## src/eoc_pkg.sv

```systemverilog
package eoc_pkg;
    localparam int NUM_UNITS    = 9;
    localparam int CNT_W        = 16;
    localparam int DATA_W       = 16;
    localparam int ADDR_W       = 7;
    localparam int UNIT_LSB     = 3;
    localparam int NUM_CLK_SRC  = 6;
    localparam int NUM_SYNC_SRC = 30;
    localparam int SYNC_W       = 5;
    localparam int DIV_W        = 6;

    // register index inside a unit's block of eight words
    localparam logic [2:0] REG_CON1 = 3'h0;
    localparam logic [2:0] REG_CON2 = 3'h1;
    localparam logic [2:0] REG_PRI  = 3'h2;
    localparam logic [2:0] REG_SEC  = 3'h3;
    localparam logic [2:0] REG_CNT  = 3'h4;
    localparam logic [2:0] REG_STAT = 3'h5;

    // field positions
    localparam int CON1_MODE_LSB = 0;
    localparam int CON1_CLK_LSB  = 3;
    localparam int CON2_SYNC_LSB = 0;
    localparam int CON2_TRIG_BIT = 7;
    localparam int CON2_CASC_BIT = 8;

    // output modes
    localparam logic [2:0] MODE_OFF    = 3'h0;
    localparam logic [2:0] MODE_SINGLE = 3'h1;
    localparam logic [2:0] MODE_CONT   = 3'h2;
    localparam logic [2:0] MODE_PWM    = 3'h3;

    localparam logic [CNT_W-1:0] CNT_MAX   = 16'hffff;
    localparam logic [CNT_W-1:0] CNT_RESET = 16'h0000;

    typedef struct packed {
        logic              casc;
        logic              trig;
        logic [SYNC_W-1:0] sync;
        logic [2:0]        clkSel;
        logic [2:0]        mode;
    } eoc_cfg_s;

    localparam eoc_cfg_s CFG_RESET = '0;

    typedef struct packed {
        logic [ADDR_W-1:0] addr;
        logic [DATA_W-1:0] wdata;
        logic              we;
        logic              re;
    } eoc_req_s;
endpackage

module eoc_clock_sources (
    input  wire logic                              sys_clk,
    input  wire logic                              rst,
    input  wire logic [1:0]                        extClkPin,
    output logic      [eoc_pkg::NUM_CLK_SRC-1:0]   srcTick
);
    logic [eoc_pkg::DIV_W-1:0] divCnt_reg;
    logic [1:0]                sync1_reg;
    logic [1:0]                sync2_reg;
    logic [1:0]                prev_reg;

    always_ff @(posedge sys_clk) begin
        if (rst) begin
            divCnt_reg <= '0;
        end else begin
            divCnt_reg <= divCnt_reg + 6'h01;
        end
    end

    // pins pass two flops, edge taken after the second
    always_ff @(posedge sys_clk) begin
        if (rst) begin
            sync1_reg <= 2'h0;
            sync2_reg <= 2'h0;
            prev_reg  <= 2'h0;
        end else begin
            sync1_reg <= extClkPin;
            sync2_reg <= sync1_reg;
            prev_reg  <= sync2_reg;
        end
    end

    assign srcTick[0] = 1'b1;
    assign srcTick[1] = (divCnt_reg[1:0] == 2'h3);
    assign srcTick[2] = (divCnt_reg[3:0] == 4'hf);
    assign srcTick[3] = (divCnt_reg == 6'h3f);
    assign srcTick[4] = sync2_reg[0] & ~prev_reg[0];
    assign srcTick[5] = sync2_reg[1] & ~prev_reg[1];
endmodule

```

## src/eoc_top.sv

```systemverilog
module eoc_top (
    input  wire logic                                  sys_clk,
    input  wire logic                                  rst,
    input  wire eoc_pkg::eoc_req_s                     regReq,
    output logic      [eoc_pkg::DATA_W-1:0]            rdata,
    input  wire logic [eoc_pkg::NUM_SYNC_SRC-1:0]      syncIn,
    input  wire logic [1:0]                            extClkPin,
    output logic      [eoc_pkg::NUM_UNITS-1:0]         cmpOut,
    output logic      [eoc_pkg::NUM_UNITS-1:0]         cmpEvent
);
    localparam int N = eoc_pkg::NUM_UNITS;
    localparam int W = eoc_pkg::CNT_W;

    logic [eoc_pkg::NUM_CLK_SRC-1:0] srcTick;
    eoc_pkg::eoc_cfg_s               cfg_reg   [N];
    eoc_pkg::eoc_cfg_s               cfgEff    [N];
    logic [W-1:0]                    cnt_reg   [N];
    logic [W-1:0]                    pri_reg   [N];
    logic [W-1:0]                    sec_reg   [N];
    logic [N-1:0]                    out_reg;
    logic [N-1:0]                    evt_reg;
    logic [N-1:0]                    done_reg;
    logic [N-1:0]                    released_reg;
    logic [N-1:0]                    pairOn;
    logic [N-1:0]                    follower;
    logic [N-1:0]                    tickSel;
    logic [N-1:0]                    sEvt;
    logic [N-1:0]                    syncM;
    logic [N-1:0]                    trigM;
    logic [N-1:0]                    en;
    logic [N-1:0]                    step;
    logic [N-1:0]                    restart;
    logic [N-1:0]                    carry;
    logic [N-1:0]                    mPri;
    logic [N-1:0]                    mSec;
    logic [N-1:0]                    unitHit;
    logic [eoc_pkg::DATA_W-1:0]      rdata_next;
    logic [eoc_pkg::DATA_W-1:0]      rdata_reg;

    logic [3:0] selUnit;
    logic [2:0] selReg;
    assign selUnit = regReq.addr[eoc_pkg::ADDR_W-1:eoc_pkg::UNIT_LSB];
    assign selReg  = regReq.addr[eoc_pkg::UNIT_LSB-1:0];

    eoc_clock_sources u_clk (
        .sys_clk   (sys_clk),
        .rst       (rst),
        .extClkPin (extClkPin),
        .srcTick   (srcTick)
    );

    genvar i;
    generate
        for (i = 0; i < N; i++) begin : g_unit
            assign unitHit[i] = (selUnit == 4'(i));

            // pairing: odd unit (even index) is low half, next is high
            if (i % 2 == 1) begin : g_hi
                assign pairOn[i]   = cfg_reg[i-1].casc & cfg_reg[i].casc;
                assign follower[i] = pairOn[i];
                assign cfgEff[i]   = pairOn[i] ? cfg_reg[i-1] : cfg_reg[i];
                assign step[i]     = pairOn[i] ? carry[i-1] : (tickSel[i] & en[i]);
                assign restart[i]  = pairOn[i] ? restart[i-1]
                                   : ((syncM[i] & sEvt[i])
                                      | ((cfgEff[i].mode == eoc_pkg::MODE_PWM) & step[i] & mSec[i]));
                assign mPri[i]     = (cnt_reg[i] == pri_reg[i]);
                assign mSec[i]     = (cnt_reg[i] == sec_reg[i]);
            end else begin : g_lo
                if (i + 1 < N) begin : g_pair
                    assign pairOn[i] = cfg_reg[i].casc & cfg_reg[i+1].casc;
                    assign mPri[i]   = pairOn[i]
                                     ? ({cnt_reg[i+1], cnt_reg[i]} == {pri_reg[i+1], pri_reg[i]})
                                     : (cnt_reg[i] == pri_reg[i]);
                    assign mSec[i]   = pairOn[i]
                                     ? ({cnt_reg[i+1], cnt_reg[i]} == {sec_reg[i+1], sec_reg[i]})
                                     : (cnt_reg[i] == sec_reg[i]);
                end else begin : g_single
                    assign pairOn[i] = 1'b0;
                    assign mPri[i]   = (cnt_reg[i] == pri_reg[i]);
                    assign mSec[i]   = (cnt_reg[i] == sec_reg[i]);
                end
                assign follower[i] = 1'b0;
                assign cfgEff[i]   = cfg_reg[i];
                assign step[i]     = tickSel[i] & en[i];
                assign restart[i]  = (syncM[i] & sEvt[i])
                                   | ((cfgEff[i].mode == eoc_pkg::MODE_PWM) & step[i] & mSec[i]);
            end

            // clock source pick
            assign tickSel[i] = (cfgEff[i].clkSel < 3'(eoc_pkg::NUM_CLK_SRC))
                              ? srcTick[cfgEff[i].clkSel] : 1'b0;
            // sync source pick, 1..30, zero is free running
            assign sEvt[i]  = (cfgEff[i].sync != 5'h00) && (cfgEff[i].sync <= 5'(eoc_pkg::NUM_SYNC_SRC))
                            ? syncIn[cfgEff[i].sync - 5'h01] : 1'b0;
            assign trigM[i] = (cfgEff[i].sync != 5'h00) & cfgEff[i].trig;
            assign syncM[i] = (cfgEff[i].sync != 5'h00) & ~cfgEff[i].trig;
            // synchronous and free modes run as soon as a clock and a mode other than off are picked
            assign en[i]    = (cfgEff[i].mode != eoc_pkg::MODE_OFF)
                            & (~trigM[i] | released_reg[i] | sEvt[i]);
            assign carry[i] = step[i] & (cnt_reg[i] == eoc_pkg::CNT_MAX) & ~restart[i];

            always_ff @(posedge sys_clk) begin
                if (rst) begin
                    cfg_reg[i] <= eoc_pkg::CFG_RESET;
                end else if (regReq.we && unitHit[i] && selReg == eoc_pkg::REG_CON1) begin
                    cfg_reg[i].mode   <= regReq.wdata[eoc_pkg::CON1_MODE_LSB +: 3];
                    cfg_reg[i].clkSel <= regReq.wdata[eoc_pkg::CON1_CLK_LSB +: 3];
                end else if (regReq.we && unitHit[i] && selReg == eoc_pkg::REG_CON2) begin
                    cfg_reg[i].sync <= regReq.wdata[eoc_pkg::CON2_SYNC_LSB +: eoc_pkg::SYNC_W];
                    cfg_reg[i].trig <= regReq.wdata[eoc_pkg::CON2_TRIG_BIT];
                    cfg_reg[i].casc <= regReq.wdata[eoc_pkg::CON2_CASC_BIT];
                end
            end

            // two match registers
            always_ff @(posedge sys_clk) begin
                if (rst) begin
                    pri_reg[i] <= '0;
                    sec_reg[i] <= '0;
                end else if (regReq.we && unitHit[i]) begin
                    if (selReg == eoc_pkg::REG_PRI) begin
                        pri_reg[i] <= regReq.wdata;
                    end
                    if (selReg == eoc_pkg::REG_SEC) begin
                        sec_reg[i] <= regReq.wdata;
                    end
                end
            end

            // trigger release: event sets, control-two write re-arms, set wins
            always_ff @(posedge sys_clk) begin
                if (rst) begin
                    released_reg[i] <= 1'b0;
                end else if (trigM[i] && sEvt[i]) begin
                    released_reg[i] <= 1'b1;
                end else if (regReq.we && unitHit[i] && selReg == eoc_pkg::REG_CON2) begin
                    released_reg[i] <= 1'b0;
                end
            end

            always_ff @(posedge sys_clk) begin
                if (rst) begin
                    cnt_reg[i] <= eoc_pkg::CNT_RESET;
                end else if (regReq.we && unitHit[i] && selReg == eoc_pkg::REG_CNT) begin
                    cnt_reg[i] <= regReq.wdata;
                end else if (restart[i]) begin
                    cnt_reg[i] <= eoc_pkg::CNT_RESET;
                end else if (step[i]) begin
                    cnt_reg[i] <= cnt_reg[i] + 16'h0001;
                end
            end

            // match events and waveform; in a cascaded pair, driven by the low unit only
            always_ff @(posedge sys_clk) begin
                if (rst) begin
                    evt_reg[i] <= 1'b0;
                end else begin
                    evt_reg[i] <= ~follower[i] & step[i] & (mPri[i] | mSec[i]);
                end
            end

            always_ff @(posedge sys_clk) begin
                if (rst) begin
                    out_reg[i]  <= 1'b0;
                    done_reg[i] <= 1'b0;
                end else if (regReq.we && unitHit[i] && selReg == eoc_pkg::REG_CON1) begin
                    out_reg[i]  <= 1'b0;
                    done_reg[i] <= 1'b0;
                end else if (follower[i]) begin
                    out_reg[i] <= 1'b0;
                end else if (step[i]) begin
                    unique case (cfgEff[i].mode)
                        eoc_pkg::MODE_SINGLE: begin
                            if (!done_reg[i] && mSec[i] && out_reg[i]) begin
                                out_reg[i]  <= 1'b0;
                                done_reg[i] <= 1'b1;
                            end else if (!done_reg[i] && mPri[i]) begin
                                out_reg[i] <= 1'b1;
                            end
                        end
                        eoc_pkg::MODE_CONT: begin
                            if (mSec[i]) begin
                                out_reg[i] <= 1'b0;
                            end else if (mPri[i]) begin
                                out_reg[i] <= 1'b1;
                            end
                        end
                        eoc_pkg::MODE_PWM: begin
                            if (mPri[i]) begin
                                out_reg[i] <= 1'b0;
                            end else if (mSec[i]) begin
                                out_reg[i] <= 1'b1;
                            end
                        end
                        default: begin
                            out_reg[i] <= 1'b0;
                        end
                    endcase
                end
            end
        end
    endgenerate

    // read mux, answer one cycle after the strobe
    always_comb begin
        rdata_next = '0;
        if (regReq.re && selUnit < 4'(N)) begin
            unique case (selReg)
                eoc_pkg::REG_CON1: rdata_next = {10'h000, cfg_reg[selUnit].clkSel, cfg_reg[selUnit].mode};
                eoc_pkg::REG_CON2: rdata_next = {7'h00, cfg_reg[selUnit].casc, cfg_reg[selUnit].trig,
                                                 2'h0, cfg_reg[selUnit].sync};
                eoc_pkg::REG_PRI:  rdata_next = pri_reg[selUnit];
                eoc_pkg::REG_SEC:  rdata_next = sec_reg[selUnit];
                eoc_pkg::REG_CNT:  rdata_next = cnt_reg[selUnit];
                eoc_pkg::REG_STAT: rdata_next = {12'h000, pairOn[selUnit], done_reg[selUnit],
                                                 released_reg[selUnit], out_reg[selUnit]};
                default:           rdata_next = '0;
            endcase
        end
    end

    always_ff @(posedge sys_clk) begin
        if (rst) begin
            rdata_reg <= '0;
        end else begin
            rdata_reg <= rdata_next;
        end
    end

    assign rdata    = rdata_reg;
    assign cmpOut   = out_reg;
    assign cmpEvent = evt_reg;

    logic wr0;
    logic wr1;
    assign wr0 = regReq.we && unitHit[0];
    assign wr1 = regReq.we && unitHit[1];

    property p_count_up;
        @(posedge sys_clk) disable iff (rst)
        (step[0] && !restart[0] && !wr0) |=> (cnt_reg[0] == $past(cnt_reg[0]) + 16'h0001);
    endproperty
    a_count_up: assert property (p_count_up) else $error("counter did not step");

    property p_wrap;
        @(posedge sys_clk) disable iff (rst)
        (step[0] && !restart[0] && !wr0 && cnt_reg[0] == 16'hffff) |=> (cnt_reg[0] == 16'h0000);
    endproperty
    a_wrap: assert property (p_wrap) else $error("counter did not wrap");

    property p_match_evt;
        @(posedge sys_clk) disable iff (rst)
        (step[0] && (mPri[0] || mSec[0])) |=> cmpEvent[0];
    endproperty
    a_match_evt: assert property (p_match_evt) else $error("match gave no event");

    property p_sync_clear;
        @(posedge sys_clk) disable iff (rst)
        (cfg_reg[4].sync != 5'h00 && !cfg_reg[4].trig && !pairOn[4] && sEvt[4] && !(regReq.we && unitHit[4]))
        |=> (cnt_reg[4] == 16'h0000);
    endproperty
    a_sync_clear: assert property (p_sync_clear) else $error("sync did not clear counter");

    property p_trig_hold;
        @(posedge sys_clk) disable iff (rst)
        (trigM[2] && !released_reg[2] && !sEvt[2] && !(regReq.we && unitHit[2]) && !restart[2])
        |=> $stable(cnt_reg[2]);
    endproperty
    a_trig_hold: assert property (p_trig_hold) else $error("armed counter moved");

    property p_casc_carry;
        @(posedge sys_clk) disable iff (rst)
        (pairOn[0] && carry[0] && !wr1) |=> (cnt_reg[1] == $past(cnt_reg[1]) + 16'h0001);
    endproperty
    a_casc_carry: assert property (p_casc_carry) else $error("high half missed carry");

    property p_casc_restart;
        @(posedge sys_clk) disable iff (rst)
        (pairOn[0] && restart[0] && !wr0 && !wr1) |=> (cnt_reg[0] == 16'h0000 && cnt_reg[1] == 16'h0000);
    endproperty
    a_casc_restart: assert property (p_casc_restart) else $error("pair did not restart together");

    property p_pwm_low;
        @(posedge sys_clk) disable iff (rst)
        (cfg_reg[0].mode == eoc_pkg::MODE_PWM && !follower[0] && step[0] && mPri[0] && !wr0) |=> !cmpOut[0];
    endproperty
    a_pwm_low: assert property (p_pwm_low) else $error("pwm stayed high past duty");

    property p_no_clock;
        @(posedge sys_clk) disable iff (rst)
        (!pairOn[5] && cfg_reg[5].clkSel >= 3'h6 && !(regReq.we && unitHit[5]) && !restart[5])
        |=> $stable(cnt_reg[5]);
    endproperty
    a_no_clock: assert property (p_no_clock) else $error("counter ran without a source");

    property p_free_run;
        @(posedge sys_clk) disable iff (rst)
        (cfg_reg[7].sync == 5'h00 && cfg_reg[7].mode == eoc_pkg::MODE_CONT && cfg_reg[7].clkSel == 3'h0
         && !pairOn[7] && !(regReq.we && unitHit[7])) |=> (cnt_reg[7] == $past(cnt_reg[7]) + 16'h0001);
    endproperty
    a_free_run: assert property (p_free_run) else $error("free running counter stalled");

    property p_sync_other;
        @(posedge sys_clk) disable iff (rst)
        (syncM[4] && !sEvt[4] && step[4] && cfgEff[4].mode != eoc_pkg::MODE_PWM && !(regReq.we && unitHit[4]))
        |=> (cnt_reg[4] == $past(cnt_reg[4]) + 16'h0001);
    endproperty
    a_sync_other: assert property (p_sync_other) else $error("unselected line touched counter");

    property p_trig_release;
        @(posedge sys_clk) disable iff (rst)
        (trigM[2] && sEvt[2]) |=> released_reg[2];
    endproperty
    a_trig_release: assert property (p_trig_release) else $error("trigger event did not release");

    property p_follower_quiet;
        @(posedge sys_clk) disable iff (rst)
        follower[1] |=> (!cmpEvent[1] && !cmpOut[1]);
    endproperty
    a_follower_quiet: assert property (p_follower_quiet) else $error("high half drove an output");

    property p_single_once;
        @(posedge sys_clk) disable iff (rst)
        (cfg_reg[0].mode == eoc_pkg::MODE_SINGLE && !follower[0] && done_reg[0] && !wr0) |=> !cmpOut[0];
    endproperty
    a_single_once: assert property (p_single_once) else $error("single pulse repeated");
endmodule

```

## config.mk

```make
export PLATFORM = sky130hd
export DESIGN_NAME = eoc_top
export DESIGN_NICKNAME = d
export VERILOG_FILES = /design/src/eoc_pkg.sv /design/src/eoc_top.sv
export SDC_FILE = /design/constraint.sdc
export NUM_CORES = 2
export LEC_CHECK = 0
export ABC_CLOCK_PERIOD_IN_PS = 9300
export BUFFER_PORTS_ARGS = -buffer_cell sky130_fd_sc_hd__buf_2
export CORE_UTILIZATION = 54
export CTS_BUF_LIST = sky130_fd_sc_hd__clkbuf_4 sky130_fd_sc_hd__clkbuf_8
export DETAILED_ROUTE_END_ITERATION = 7
export PLACE_DENSITY = 0.78
export SETUP_SLACK_MARGIN = 0.2
export SYNTH_ARGS = -nofsm -noshare
export SYNTH_HDL_FRONTEND = slang
export SYNTH_SLANG_ARGS = --single-unit
```

## constraint.sdc

```tcl
create_clock -name sys_clk -period 9.3 [get_ports sys_clk]
set_input_delay 1.395 -clock sys_clk [delete_from_list [all_inputs] [get_ports sys_clk]]
set_output_delay 1.395 -clock sys_clk [all_outputs]
set_load 0.02 [all_outputs]
```

==> impl_metrics.yaml <==
status:
  status: "finished with violations"
  violations: "capacitance limit"
sta:
  drv_slew: 0
  setup_viol: 0
  finalCritPeriodShare_pct: 60.6
  slew-limit-headroom_pct: 1.56
  period_needed_ps: 5630
  finalSetupTns_ps: 0
  worstMarginPinSlew_ps: 1460
  hold_violations: 0
  skew_ps: 64.7
  rsz0062_at_grt: "no"
  whs_ps: 447
  max_freq_ghz: 0.177
setup_path:
  worst-r2r-cell-count: 12
  crit_family: "simple AND/OR/NAND/NOR gates"
  r2r_slack_ps: 3670
  cp_num_buf_inv: 1
  path_depth: 12
  worstSetupStartpointType: "register"
  critPathSlowestCell: "or4_1"
  crit_fanout: 16
  arrival_ps: 6000
  worst_setup_path_end_kind: "register"
  worstPathRequired_ps: 9660
  crit_path_max_incr_delay_ps: 900
  crit_chain: "nand2_1 -> mux2_2 -> inv_1 -> ha_1 -> nor3_2 -> nor2_2 -> mux2i_1 -> a2111oi_0 -> or4_4 -> a211oi_4 -> o21ai_2 -> or4_1"
  worstSetupStartpoint: "cfg_reg[7][12]"
  r2r_end: "cnt_reg[7][6]"
  critPathKind: "reg2reg"
  cp-endpoint: "cnt_reg[7][6]"
  regToRegStartpoint: "cfg_reg[7][12]"
die:
  dieWidth_um: 273
  pin_count: 93
  initial_core_util_pct: 54.5
  row_count: 99
  core_mm2: 0.0728
  die_area_mm2: 0.0746
  die_y_um: 273
grt:
  antenna_found_initial: 5
  grt-ovfl-total: 0
  grt_pass1_wl_mm: 208
  grt_max_degree: 79
  grt.busiest_layer: "met2"
  grt_usage_pct: 38.6
  grtUsageMet1_pct: 51.4
  met3_usage_pct: 11.2
  first_global_vias: 29900
  gr-usage-met2_pct: 57.0
layout:
  nNetsFinal: 3759
  drive_gt1_share_pct: 14.6
  areaGrowthSynthToFinish_pct: 7.61
  fin_cells: 4727
synth:
  avgSynthCellArea_um2: 10.6
  ys_seq_elements: 613
  synth_flop_cell: "edfxtp_1"
  ys_top_cells_by_area: "edfxtp_1 42%, mux4_2 9.6%, xor2_1 5.2%"
  yosys.area.top_type_share_pct: 41.5
  synth-edff-count: 549
  syn_area_mm2: 0.0397
  syn_nets: 3849
  synthTopCellsByCount: "549 x edfxtp_1, 426 x nand2_1, 304 x and2_1, 264 x clkbuf_1, 237 x xor2_1"
  yosysMostFrequentCell: "edfxtp_1"
  synthCells: 3762
  synthArstFlopShare_pct: 0
  ys_warn_count: 0
  seq_area_frac_synth_pct: 44.8
  ys_types: 99
  yosys.area.top_type: "edfxtp_1"
route:
  vias: 32500
  final_antenna_net_count: 0
  wire_per_inst_um: 30.8
  wl_mm: 146
  drt-pass1-iter-count: 8
  viasPerCell: 6.87
  drc: 0
  first_iter_violations: 5410
power:
  power.total_uw: 7510
  ir_drop_uv: 114
  p_per_area_mw_per_mm2: 176
  power.leakage_uw: 0.0155
cts:
  cts_made_buffers: 107
  cts-root-buf: "clkbuf_8"
  clkTransAtPathRegs_ps: 70
  postCtsHoldBufs: 0
  clock-sinks: 613
  cts-htree-levels: 3
  clock_latency_ps: 770
  cts_resized: 0
  tritoncts: "done"
  cts_buffer_depth: 3
  post-cts-setup-buffers: 0
placed_design:
  dp_hpwl_mm: 98.9
  port_buffers: 92
  numPlacedInstances: 4522
  finalWeightedCongestion: 1.03
hold_path:
  min_delay_path_depth: 1
  worstHoldPathType: "reg2reg"
job:
  cap_viol_max_count: 1
## per-layer routing
metal  vias up  share of wire [%]
li1      13600                  -
met1     15700                 36
met2      2702                 43
met3       481                 15
met4         4                6.3
met5         -              0.025
## how the worst min path moves through the flow
stage	slack, ps	start	to
floorplan	410	u_clk.divCnt_reg[0]	u_clk.divCnt_reg[0]
finish	450	u_clk.divCnt_reg[0]	u_clk.divCnt_reg[0]
detailed placement	440	u_clk.sync1_reg[0]	u_clk.sync2_reg[0]
global route	470	u_clk.sync1_reg[1]	u_clk.sync2_reg[1]
CTS	450	u_clk.divCnt_reg[0]	u_clk.divCnt_reg[0]
global placement	430	u_clk.divCnt_reg[0]	u_clk.divCnt_reg[0]
## metrics by stage
stage	instance area, um^2	util (%)	worst slack [ps]
global route	42700	58.7	3410
finish	42700	58.7	3670
detailed placement	40400	55.5	3760
CTS	42700	58.6	3730
floorplan	39700	-	4930
global placement	40400	55.5	3770
## cells by family after synthesis
| group | Yosys count | share of synthesized area, % |
|---|---|---|
| AND/OR/NAND/NOR | 1438 | 18.8 |
| flip-flops | 613 | 44.8 |
| AO/OA/AOI/OAI | 566 | 9.35 |
| XOR/XNOR | 432 | 9.53 |
| buffers and inverters | 394 | 3.88 |
| multiplexers | 291 | 12.8 |
| adder cells (fa/ha/maj) | 28 | 0.882 |
## layout by cell type, fill, tap and decap left out, drive strengths merged, types with 13 or more instances in the layout
cell	instances
clkbuf	146
nor4	51
nand4	82
xnor2	195
nor2b	25
a22oi	27
a21boi	13
inv	74
a211oi	20
o21ai	251
nand2	427
a21oi	84
xor2	237
nand2b	19
nor3	42
a31oi	21
mux2i	105
ha	28
mux4	170
and3	171
nor2	160
clkinv	43
mux2	16
dfxtp	64
buf	121
edfxtp	549
and2	306
a2111oi	13
nand3	94
## layout make-up
| cell class | count | area [um^2] |
|---|---|---|
| clock inverters | 57 | 509 |
| repair buffers | 122 | 723 |
| well taps | 959 | 1200 |
| flip-flops and latches | 613 | 17800 |
| clock buffers | 145 | 1810 |
| inverters | 73 | 274 |
| fillers | 6016 | 30100 |
| diodes | 3 | 7.51 |
| multi-input cells | 2755 | 20400 |
## worst reg2reg max path: cells and delay by family (launching register included)
| family | cells | cell delay, ps |
|---|---|---|
| AO/OA/AOI/OAI | 3 | 600 |
| AND/OR/NAND/NOR | 5 | 2680 |
| flip-flops | 1 | 460 |
| adder cells (fa/ha/maj) | 1 | 390 |
| multiplexers | 2 | 770 |
| buffers and inverters | 1 | 350 |
## report_power, final
| part | leakage, uW | switching, uW | total, uW | internal, uW |
|---|---|---|---|---|
| combinational | 0.00836 | 713 | 1190 | 478 |
| clock | 0.00122 | 1230 | 2730 | 1500 |
| sequential | 0.00592 | 390 | 3600 | 3210 |
| total | 0.0155 | 2330 | 7510 | 5190 |
Note: power is estimated with default switching activity, not from simulation.
